$ cat config.mk
export PLATFORM = sky130hd
export DESIGN_NAME = host_status_pins
export DESIGN_NICKNAME = d
export VERILOG_FILES = /design/src/hdl/pin_sync.v /design/src/hdl/irq_shaper.v /design/src/hdl/host_status_pins.v
export VERILOG_INCLUDE_DIRS = /design/src /design/src/hdl
export SDC_FILE = /design/constraint.sdc
export NUM_CORES = 1
export LEC_CHECK = 0
export BUFFER_PORTS_ARGS = -buffer_cell sky130_fd_sc_hd__buf_2
export CAP_MARGIN = 20
export CORE_MARGIN = 10
export CORE_UTILIZATION = 30
export CTS_CLUSTER_SIZE = 14
export DETAILED_ROUTE_END_ITERATION = 10
export GPL_ROUTABILITY_DRIVEN = 0
export PLACE_DENSITY = 0.42
export SLEW_MARGIN = 30
export SYNTH_ARGS = -nofsm -noshare
export SYNTH_HDL_FRONTEND = slang
export SYNTH_SLANG_ARGS = --single-unit
$ cat constraint.sdc
create_clock -name core_clk_i -period 2.05 [get_ports core_clk_i]
set_input_delay 0.5125 -clock core_clk_i [delete_from_list [all_inputs] [get_ports core_clk_i]]
set_output_delay 0.5125 -clock core_clk_i [all_outputs]
set_load 0.02 [all_outputs]
$ cat src/hdl/host_pins_consts.vh
// constants for the host status and handshake pin block
`ifndef HOST_PINS_CONSTS_VH
`define HOST_PINS_CONSTS_VH

// ****************************************
// interface modes
// ****************************************
`define MODE_MEMORY       2'h0
`define MODE_IO           2'h1
`define MODE_IDE          2'h2

// ****************************************
// timing
// ****************************************
// reset processing time in ns, and its cycle count at 100 MHz
`define RESET_PROC_NS     32'h0000_03E8
`define CLK_PERIOD_NS     32'h0000_000A
`define RESET_PROC_CYC    (`RESET_PROC_NS / `CLK_PERIOD_NS)
// length of a pulse mode interrupt in cycles
`define IRQ_PULSE_CYC     8'h08
// reset held this many cycles from power-up counts as stuck
`define RESET_STUCK_CYC   16'h0400
`define CNT_W             16

`endif

$ cat src/hdl/pin_sync.v
// three flip-flop synchroniser with agreement filter
`timescale 1ns/10ps
module pin_sync (
	// clock and reset
	input  wire core_clk_i,
	input  wire rst_n_i,
	input  wire rst_val_i,
	// pin and result
	input  wire pin_i,
	output reg  level_o
);
	reg s1;
	reg s2;
	reg s3;

	// reset value comes through a constant-only reset; level_o loads later
	always @(posedge core_clk_i or negedge rst_n_i) begin
		if (!rst_n_i) begin
			s1 <= 1'b1;
			s2 <= 1'b1;
			s3 <= 1'b1;
		end else begin
			s1 <= pin_i;
			s2 <= s1;
			s3 <= s2;
		end
	end

	// hold the caller's level until the chain holds real pin samples,
	// otherwise the reset value of the chain shows up as a false edge
	reg [1:0] fill;
	always @(posedge core_clk_i or negedge rst_n_i) begin
		if (!rst_n_i) begin
			level_o <= 1'b1;
			fill    <= 2'h0;
		end else if (fill != 2'h3) begin
			level_o <= rst_val_i;
			fill    <= fill + 2'h1;
		end else if (s2 == s3) begin
			level_o <= s3;
		end
	end
endmodule // pin_sync

$ cat src/hdl/irq_shaper.v
// interrupt request shaper: pulse or level, active-high output
`timescale 1ns/10ps
`include "host_pins_consts.vh"
module irq_shaper (
	// clock and reset
	input  wire core_clk_i,
	input  wire rst_n_i,
	// request
	input  wire irq_req_i,
	input  wire pulse_mode_i,
	// active-high shaped request
	output reg  irq_active_o
);
	reg       req_q;
	reg [7:0] pulse_cnt;

	always @(posedge core_clk_i or negedge rst_n_i) begin
		if (!rst_n_i) begin
			req_q        <= 1'b0;
			pulse_cnt    <= 8'h00;
			irq_active_o <= 1'b0;
		end else begin
			req_q <= irq_req_i;
			if (!pulse_mode_i) begin
				irq_active_o <= irq_req_i;
				pulse_cnt    <= 8'h00;
			end else if (irq_req_i && !req_q) begin
				irq_active_o <= 1'b1;
				pulse_cnt    <= `IRQ_PULSE_CYC - 8'h01;
			end else if (pulse_cnt != 8'h00) begin
				pulse_cnt <= pulse_cnt - 8'h01;
			end else begin
				irq_active_o <= 1'b0;
			end
		end
	end
endmodule // irq_shaper

$ cat src/hdl/host_status_pins.v
// status, interrupt and handshake pins of the parallel host port
//
// Overview of operation
// - io mode: acknowledge only on selected io reads
// - ide mode: request dma when data ready
// - hold dma request until acknowledge; re-request
// - memory mode: ready high, low when busy
// - ready low until reset processing completes
// - stuck reset from power-up gets ignored
// - io mode: active-low pulse or level interrupt
// - ide mode: active-high interrupt request
// - memory mode: port indicator low after init
// - io mode: low for selected 16-bit capable port
// - ide mode: low when word transfer expected
// - memory mode: pass diagnostic pin driven high
// - io mode: status change, gated by enable
// - ide mode: pass diagnostic is two-way
// - memory mode: disk active pin driven high
// - io mode: disk active held negated
// - ide mode: disk active is two-way
`timescale 1ns/10ps
`include "host_pins_consts.vh"
module host_status_pins #(
	parameter RESET_PROC_CYC = `RESET_PROC_CYC
) (
	// clock and reset
	input  wire       core_clk_i,
	input  wire       rst_n_i,
	// mode selection from the configuration logic
	input  wire [1:0] mode_i,
	input  wire       irq_pulse_mode_i,
	input  wire       status_change_en_i,
	// host pins
	input  wire       host_reset_pin_i,
	input  wire       host_io_read_strobe_n_i,
	input  wire       host_io_write_strobe_n_i,
	input  wire       dma_ack_n_i,
	// core status
	input  wire       card_busy_i,
	input  wire       io_selected_i,
	input  wire       port_16bit_i,
	input  wire       word_cycle_expected_i,
	input  wire       dma_data_ready_i,
	input  wire       irq_req_i,
	input  wire       status_changed_i,
	input  wire       diag_pass_drive_i,
	input  wire       disk_active_drive_i,
	// pin outputs
	output reg        ack_dmarq_o,
	output reg        ready_interrupt_out_o,
	output reg        iois16_n_o,
	output reg        pdiag_n_o,
	output reg        pdiag_n_oe_o,
	output reg        dasp_n_o,
	output reg        dasp_n_oe_o,
	// status to core
	output reg        host_reset_o,
	output reg        dma_dir_read_o,
	output reg        init_done_o
);
	// ****************************************
	// pin synchronisers
	// ****************************************
	wire reset_pin_s;
	wire ior_n_s;
	wire iow_n_s;
	wire dack_n_s;

	// ide mode is the only one with an active-low reset pin
	wire ide_mode       = (mode_i == `MODE_IDE);
	// until its chain holds real samples, the reset pin reads as asserted
	wire reset_on_level = !ide_mode;

	// strobes and acknowledge idle high, so they start out negated
	pin_sync u_sync_rst (
		.core_clk_i(core_clk_i),
		.rst_n_i   (rst_n_i),
		.rst_val_i (reset_on_level),
		.pin_i     (host_reset_pin_i),
		.level_o   (reset_pin_s)
	);

	pin_sync u_sync_ior (
		.core_clk_i(core_clk_i),
		.rst_n_i   (rst_n_i),
		.rst_val_i (1'b1),
		.pin_i     (host_io_read_strobe_n_i),
		.level_o   (ior_n_s)
	);

	pin_sync u_sync_iow (
		.core_clk_i(core_clk_i),
		.rst_n_i   (rst_n_i),
		.rst_val_i (1'b1),
		.pin_i     (host_io_write_strobe_n_i),
		.level_o   (iow_n_s)
	);

	pin_sync u_sync_dack (
		.core_clk_i(core_clk_i),
		.rst_n_i   (rst_n_i),
		.rst_val_i (1'b1),
		.pin_i     (dma_ack_n_i),
		.level_o   (dack_n_s)
	);

	// reset pin is active low in ide mode, active high otherwise
	wire reset_asserted = ide_mode ? !reset_pin_s : reset_pin_s;

	// ****************************************
	// stuck-reset guard
	// ****************************************
	reg [`CNT_W-1:0] stuck_cnt;
	reg              reset_disabled;
	reg              seen_release;
	reg              sync_live;
	reg [`CNT_W-1:0] proc_cnt;

	// a reset held since power-up never releases, so stop honouring it
	always @(posedge core_clk_i or negedge rst_n_i) begin
		if (!rst_n_i) begin
			stuck_cnt      <= {`CNT_W{1'b0}};
			reset_disabled <= 1'b0;
			seen_release   <= 1'b0;
			sync_live      <= 1'b0;
		end else if (!sync_live) begin
			// the first edge still sees the synchroniser's reset value
			sync_live <= 1'b1;
		end else if (!reset_asserted) begin
			seen_release   <= 1'b1;
			reset_disabled <= 1'b0;
		end else if (!seen_release && !reset_disabled) begin
			if (stuck_cnt == `RESET_STUCK_CYC - 16'h0001)
				reset_disabled <= 1'b1;
			else
				stuck_cnt <= stuck_cnt + 16'h0001;
		end
	end

	wire reset_active = reset_asserted && !reset_disabled;

	// ****************************************
	// reset processing
	// ****************************************
	always @(posedge core_clk_i or negedge rst_n_i) begin
		if (!rst_n_i) begin
			proc_cnt     <= {`CNT_W{1'b0}};
			init_done_o  <= 1'b0;
			host_reset_o <= 1'b1;
		end else begin
			host_reset_o <= reset_active;
			if (reset_active) begin
				proc_cnt    <= {`CNT_W{1'b0}};
				init_done_o <= 1'b0;
			end else if (!init_done_o) begin
				if (proc_cnt == RESET_PROC_CYC[`CNT_W-1:0] - 16'h0001)
					init_done_o <= 1'b1;
				else
					proc_cnt <= proc_cnt + 16'h0001;
			end
		end
	end

	// ****************************************
	// interrupt shaping
	// ****************************************
	wire irq_active;
	// no interrupt may reach the host before reset processing ends
	wire irq_req_gated = irq_req_i && init_done_o;
	// pulse shaping only exists in io mode
	wire irq_pulse_sel = irq_pulse_mode_i && (mode_i == `MODE_IO);

	irq_shaper u_irq (
		.core_clk_i  (core_clk_i),
		.rst_n_i     (rst_n_i),
		.irq_req_i   (irq_req_gated),
		.pulse_mode_i(irq_pulse_sel),
		.irq_active_o(irq_active)
	);

	// ****************************************
	// dma request handshake
	// ****************************************
	reg  dmarq;
	reg  dack_q;
	// requests are refused outside ide mode and before reset processing ends
	wire dma_allowed = ide_mode && init_done_o;

	always @(posedge core_clk_i or negedge rst_n_i) begin
		if (!rst_n_i) begin
			dmarq  <= 1'b0;
			dack_q <= 1'b0;
		end else begin
			// a full cycle of negated acknowledge separates two requests
			dack_q <= !dack_n_s;
			if (!dma_allowed)
				dmarq <= 1'b0;
			else if (dmarq && !dack_n_s)
				dmarq <= 1'b0;
			else if (!dmarq && dack_n_s && !dack_q && dma_data_ready_i)
				dmarq <= 1'b1;
		end
	end

	// ****************************************
	// multiword dma direction
	// ****************************************
	// the last strobe seen low sets the direction; idle strobes keep it
	always @(posedge core_clk_i or negedge rst_n_i) begin
		if (!rst_n_i) begin
			dma_dir_read_o <= 1'b1;
		end else if (!ior_n_s) begin
			dma_dir_read_o <= 1'b1;
		end else if (!iow_n_s) begin
			dma_dir_read_o <= 1'b0;
		end
	end

	// ****************************************
	// pin multiplexing per mode
	// ****************************************
	reg next_ack;
	reg next_rdy;
	reg next_io16;
	reg next_pdiag;
	reg next_pdiag_oe;
	reg next_dasp;
	reg next_dasp_oe;

	always @* begin
		next_ack      = 1'b0;
		next_rdy      = 1'b0;
		next_io16     = 1'b1;
		next_pdiag    = 1'b1;
		next_pdiag_oe = 1'b1;
		next_dasp     = 1'b1;
		next_dasp_oe  = 1'b1;
		case (mode_i)
		`MODE_MEMORY: begin
			next_rdy   = init_done_o && !card_busy_i;
			next_io16  = !init_done_o;
			next_pdiag = 1'b1;
			next_dasp  = 1'b1;
		end
		`MODE_IO: begin
			next_ack   = io_selected_i && !ior_n_s;
			next_rdy   = init_done_o && !irq_active;
			next_io16  = !(io_selected_i && port_16bit_i);
			next_pdiag = !(status_change_en_i && status_changed_i);
			next_dasp  = 1'b1;
		end
		`MODE_IDE: begin
			next_ack      = dmarq;
			next_rdy      = irq_active;
			next_io16     = !word_cycle_expected_i;
			// open-drain style: drive only the low level, release otherwise
			next_pdiag    = 1'b0;
			next_pdiag_oe = diag_pass_drive_i;
			next_dasp     = 1'b0;
			next_dasp_oe  = disk_active_drive_i;
		end
		default: begin
			next_pdiag_oe = 1'b0;
			next_dasp_oe  = 1'b0;
		end
		endcase
	end

	// ****************************************
	// pin output registers
	// ****************************************
	// every pin comes from a flop, so a mode change shows one cycle late
	always @(posedge core_clk_i or negedge rst_n_i) begin
		if (!rst_n_i) begin
			ack_dmarq_o           <= 1'b0;
			ready_interrupt_out_o <= 1'b0;
			iois16_n_o            <= 1'b1;
			pdiag_n_o             <= 1'b1;
			pdiag_n_oe_o          <= 1'b0;
			dasp_n_o              <= 1'b1;
			dasp_n_oe_o           <= 1'b0;
		end else begin
			ack_dmarq_o           <= next_ack;
			ready_interrupt_out_o <= next_rdy;
			iois16_n_o            <= next_io16;
			pdiag_n_o             <= next_pdiag;
			pdiag_n_oe_o          <= next_pdiag_oe;
			dasp_n_o              <= next_dasp;
			dasp_n_oe_o           <= next_dasp_oe;
		end
	end
endmodule // host_status_pins

==> impl_results.md <==
- Post-place setup slack: -0.07513 ns
- Worst path required time: 2.27 ns
- Vias after detailed routing: 2530
- DR WL/cell: 13.64 um
- DIE WIDTH: 130.2 um
- Post-Syn Area: 0.003646 mm^2
- Hold slack: 0.07603 ns
- Vias in the first global route: 2609
- DR vias/cell: 4.765
- Final setup margin: 0.1139 ns
- Leak: 1.945 nW
- Starting Density: 30.48%
- Final Cycle Share: 94.44%
- Routed Antenna Nets: 0
- Gr usage total: 9.242%
- Most common cell in the netlist: dfrtp_1
- WP buf/inv: 0
- Tmin final: 1.936 ns
- RR Endpoint: stuck_cnt[1]$_DFFE_PN0P_
- Total gr overflow: 0
- Crit path max-delay family: simple AND/OR/NAND/NOR gates
- Final instance area: 0.004417 mm^2
- DRT Pass-1 Iters: 4
- Flop2flop setup slack: 0.11 ns
- Clock slew at reported path FFs: 0.06 ns
- Synth cell types: 51
- First-pass GRT wire length: 12420 um
- Core area: 0.01196 mm^2
- Initial antenna violation count: 0
- Crit path max fanout: 5
- CTS tree: built
- Startpoint types: flop
- WS Path Type: reg2reg
- Detailed Route WL: 7243 um
- R2R cell count: 4
- Status: finished clean
- Worst-Skew Late Latency: 0.34 ns
- Core Rows: 40
- Syn Inst Count: 328
- P per Cell Area: 886.2 mW/mm^2
- Die area: 0.01696 mm^2
- Number of remaining DRC errors: 0
- Max-cap violations: 0
- Final Max Slew Viols: 0
- Unrepaired setup endpoints after global routing: no
- Top-Level Pins: 29
- Share of cells above drive strength 1: 24.74%
- Setup violations, final: 0
- Max Freq: 0.5165 GHz
- Main area contributors after synthesis: dfrtp_1 (41%), dfstp_2 (15%), ha_1 (3.8%)
- Worst Path Arrival: 2.16 ns
- CP peak stage delay: 0.59 ns
- CP max-delay cell: or4_4
- Post-Syn Nets: 358
- Worst flop-to-flop path startpoint: stuck_cnt[15]$_DFFE_PN0P_
- Worst path cell trace: or4_4 > nor4_4 > nor2_2 > mux2_4
- EDFF count, synth: 0
- Main synth FF type: dfrtp_1
- Synth async-reset ratio: 100.0%
- Seq/Total Area, Yosys: 56.31%
- Root buffer cell: clkbuf_16
- Hold/Removal Path Class: in2async
- Yosys top cell area share: 41.18%
- Cts bufs inserted: 9
- Critical Path End Type: flop
- Synth cell count leaders: dfrtp_1 (60), nand2_1 (32), nor2_1 (23), dfstp_2 (21), a21oi_1 (19)
- Placed cell area: 0.004105 mm^2
- Post-cts hold buffer count: 0
- Layout Utilization: 36.92%
- Total setup buffers inserted after CTS: 0
- Die Ht: 130.2 um
- Clock Sinks: 81
- Power consumption: 3.914 mW
- Number of diodes: 0
- Synth Register Bits: 81
- Syn-to-layout area delta: 21.14%
- VDD IR max: 0.3929 mV
- Buffer depth of the longest clock path: 2
- Synth warnings: 0
- Iter 0 DRT Violations: 137
- Pin count of the biggest net entering global routing: 59
- H-Tree Level Count: 3
- Mean post-synth cell area: 11.12 um^2
- Fillcell total: 1185
- Port bufs: 28
- Skew final: 0.006497 ns
- Nets: 409
- Post_cts resized: 0
- Final hold violations: 0
- DPL Wire Length: 5156 um
- Yosys top cell by area: dfrtp_1
layer usage:
metal	up-vias	wire length [um]	global-route usage, %
met3	10	214	2.921
li1	1265	-	-
met1	1232	3477	11.26
met5	-	0	0
met4	0	129	4.233
met2	23	3421	14.61
stage by stage:
stage	cells	TNS, ns
2_1_floorplan	328	0
4_1_cts	531	0
3_3_place_gp	515	-0.04361
5_1_grt	531	0
3_5_place_dp	515	-0.07581
6_report	531	0
state kept, by name, summed over array words and instances (netlist names), 2 cells and up:
register	count
proc_cnt	16
stuck_cnt	16
u_sync_ior.fill	2
u_sync_iow.fill	2
u_sync_rst.fill	2
u_irq.pulse_cnt	8
u_sync_dack.fill	2
kinds of logic (layout without fill, tap and decap cells):
kind of cell    after synthesis  in the layout  share of synthesized area [%]
compound gates               45             45                          7.275
xor+xnor                     27             27                          6.486
fa+ha+maj                    11             11                          3.775
buf+inv                      17             73                          1.784
flops                        81             81                          56.31
mux                          11             11                          3.397
other cells                   1              1                         0.1029
simple gates                135            135                          20.87
worst register-to-register path: cells and delay by family (launching register included):
family	cells	cell delay, ns
multiplexers	1	0.30
flip-flops	1	0.41
AND/OR/NAND/NOR	3	1.12
cells in the final DEF, fill, tap and decap left out, types with 12 or more instances in the layout:
cell | Yosys | final
nand2_1 | 32 | 32
inv_1 | 12 | 12
o21ai_0 | 12 | 12
xnor2_1 | 13 | 13
nor2_1 | 23 | 23
dfstp_2 | 21 | 21
nand3_1 | 15 | 15
a21oi_1 | 19 | 19
xor2_1 | 14 | 14
dfrtp_1 | 60 | 60
buf_4 | 0 | 16
buf_2 | 1 | 27
power by group:
part / internal [mW] / switching [mW] / total, mW
clock: 0.999 / 0.628 / 1.63
combinational: 0.240 / 0.280 / 0.521
sequential: 1.71 / 0.0599 / 1.77
worst max path at each step:
stage	from	end	slack [ns]	cells past startpoint
2_1_floorplan	mode_i[0]	stuck_cnt[10]$_DFFE_PN0P_	0.006	7
3_3_place_gp	mode_i[0]	stuck_cnt[10]$_DFFE_PN0P_	-0.04	7
3_5_place_dp	mode_i[0]	stuck_cnt[10]$_DFFE_PN0P_	-0.08	7
4_1_cts	stuck_cnt[15]$_DFFE_PN0P_	stuck_cnt[1]$_DFFE_PN0P_	0.11	4
5_1_grt	stuck_cnt[15]$_DFFE_PN0P_	stuck_cnt[11]$_DFFE_PN0P_	0.05	4
6_report	stuck_cnt[15]$_DFFE_PN0P_	stuck_cnt[1]$_DFFE_PN0P_	0.11	4
final cells by class:
type                    instances  area, um^2  share of cell area, %
repair buffers                 45       295.3                  6.686
flip-flops and latches         81        2053                  46.49
clock inverters                 3       18.77                 0.4249
multi-input cells             230        1528                  34.59
well taps                     147       183.9                  4.164
inverters                      12       45.04                  1.020
clock buffers                  13       292.8                  6.629
(Power assumes the default switching activity.)
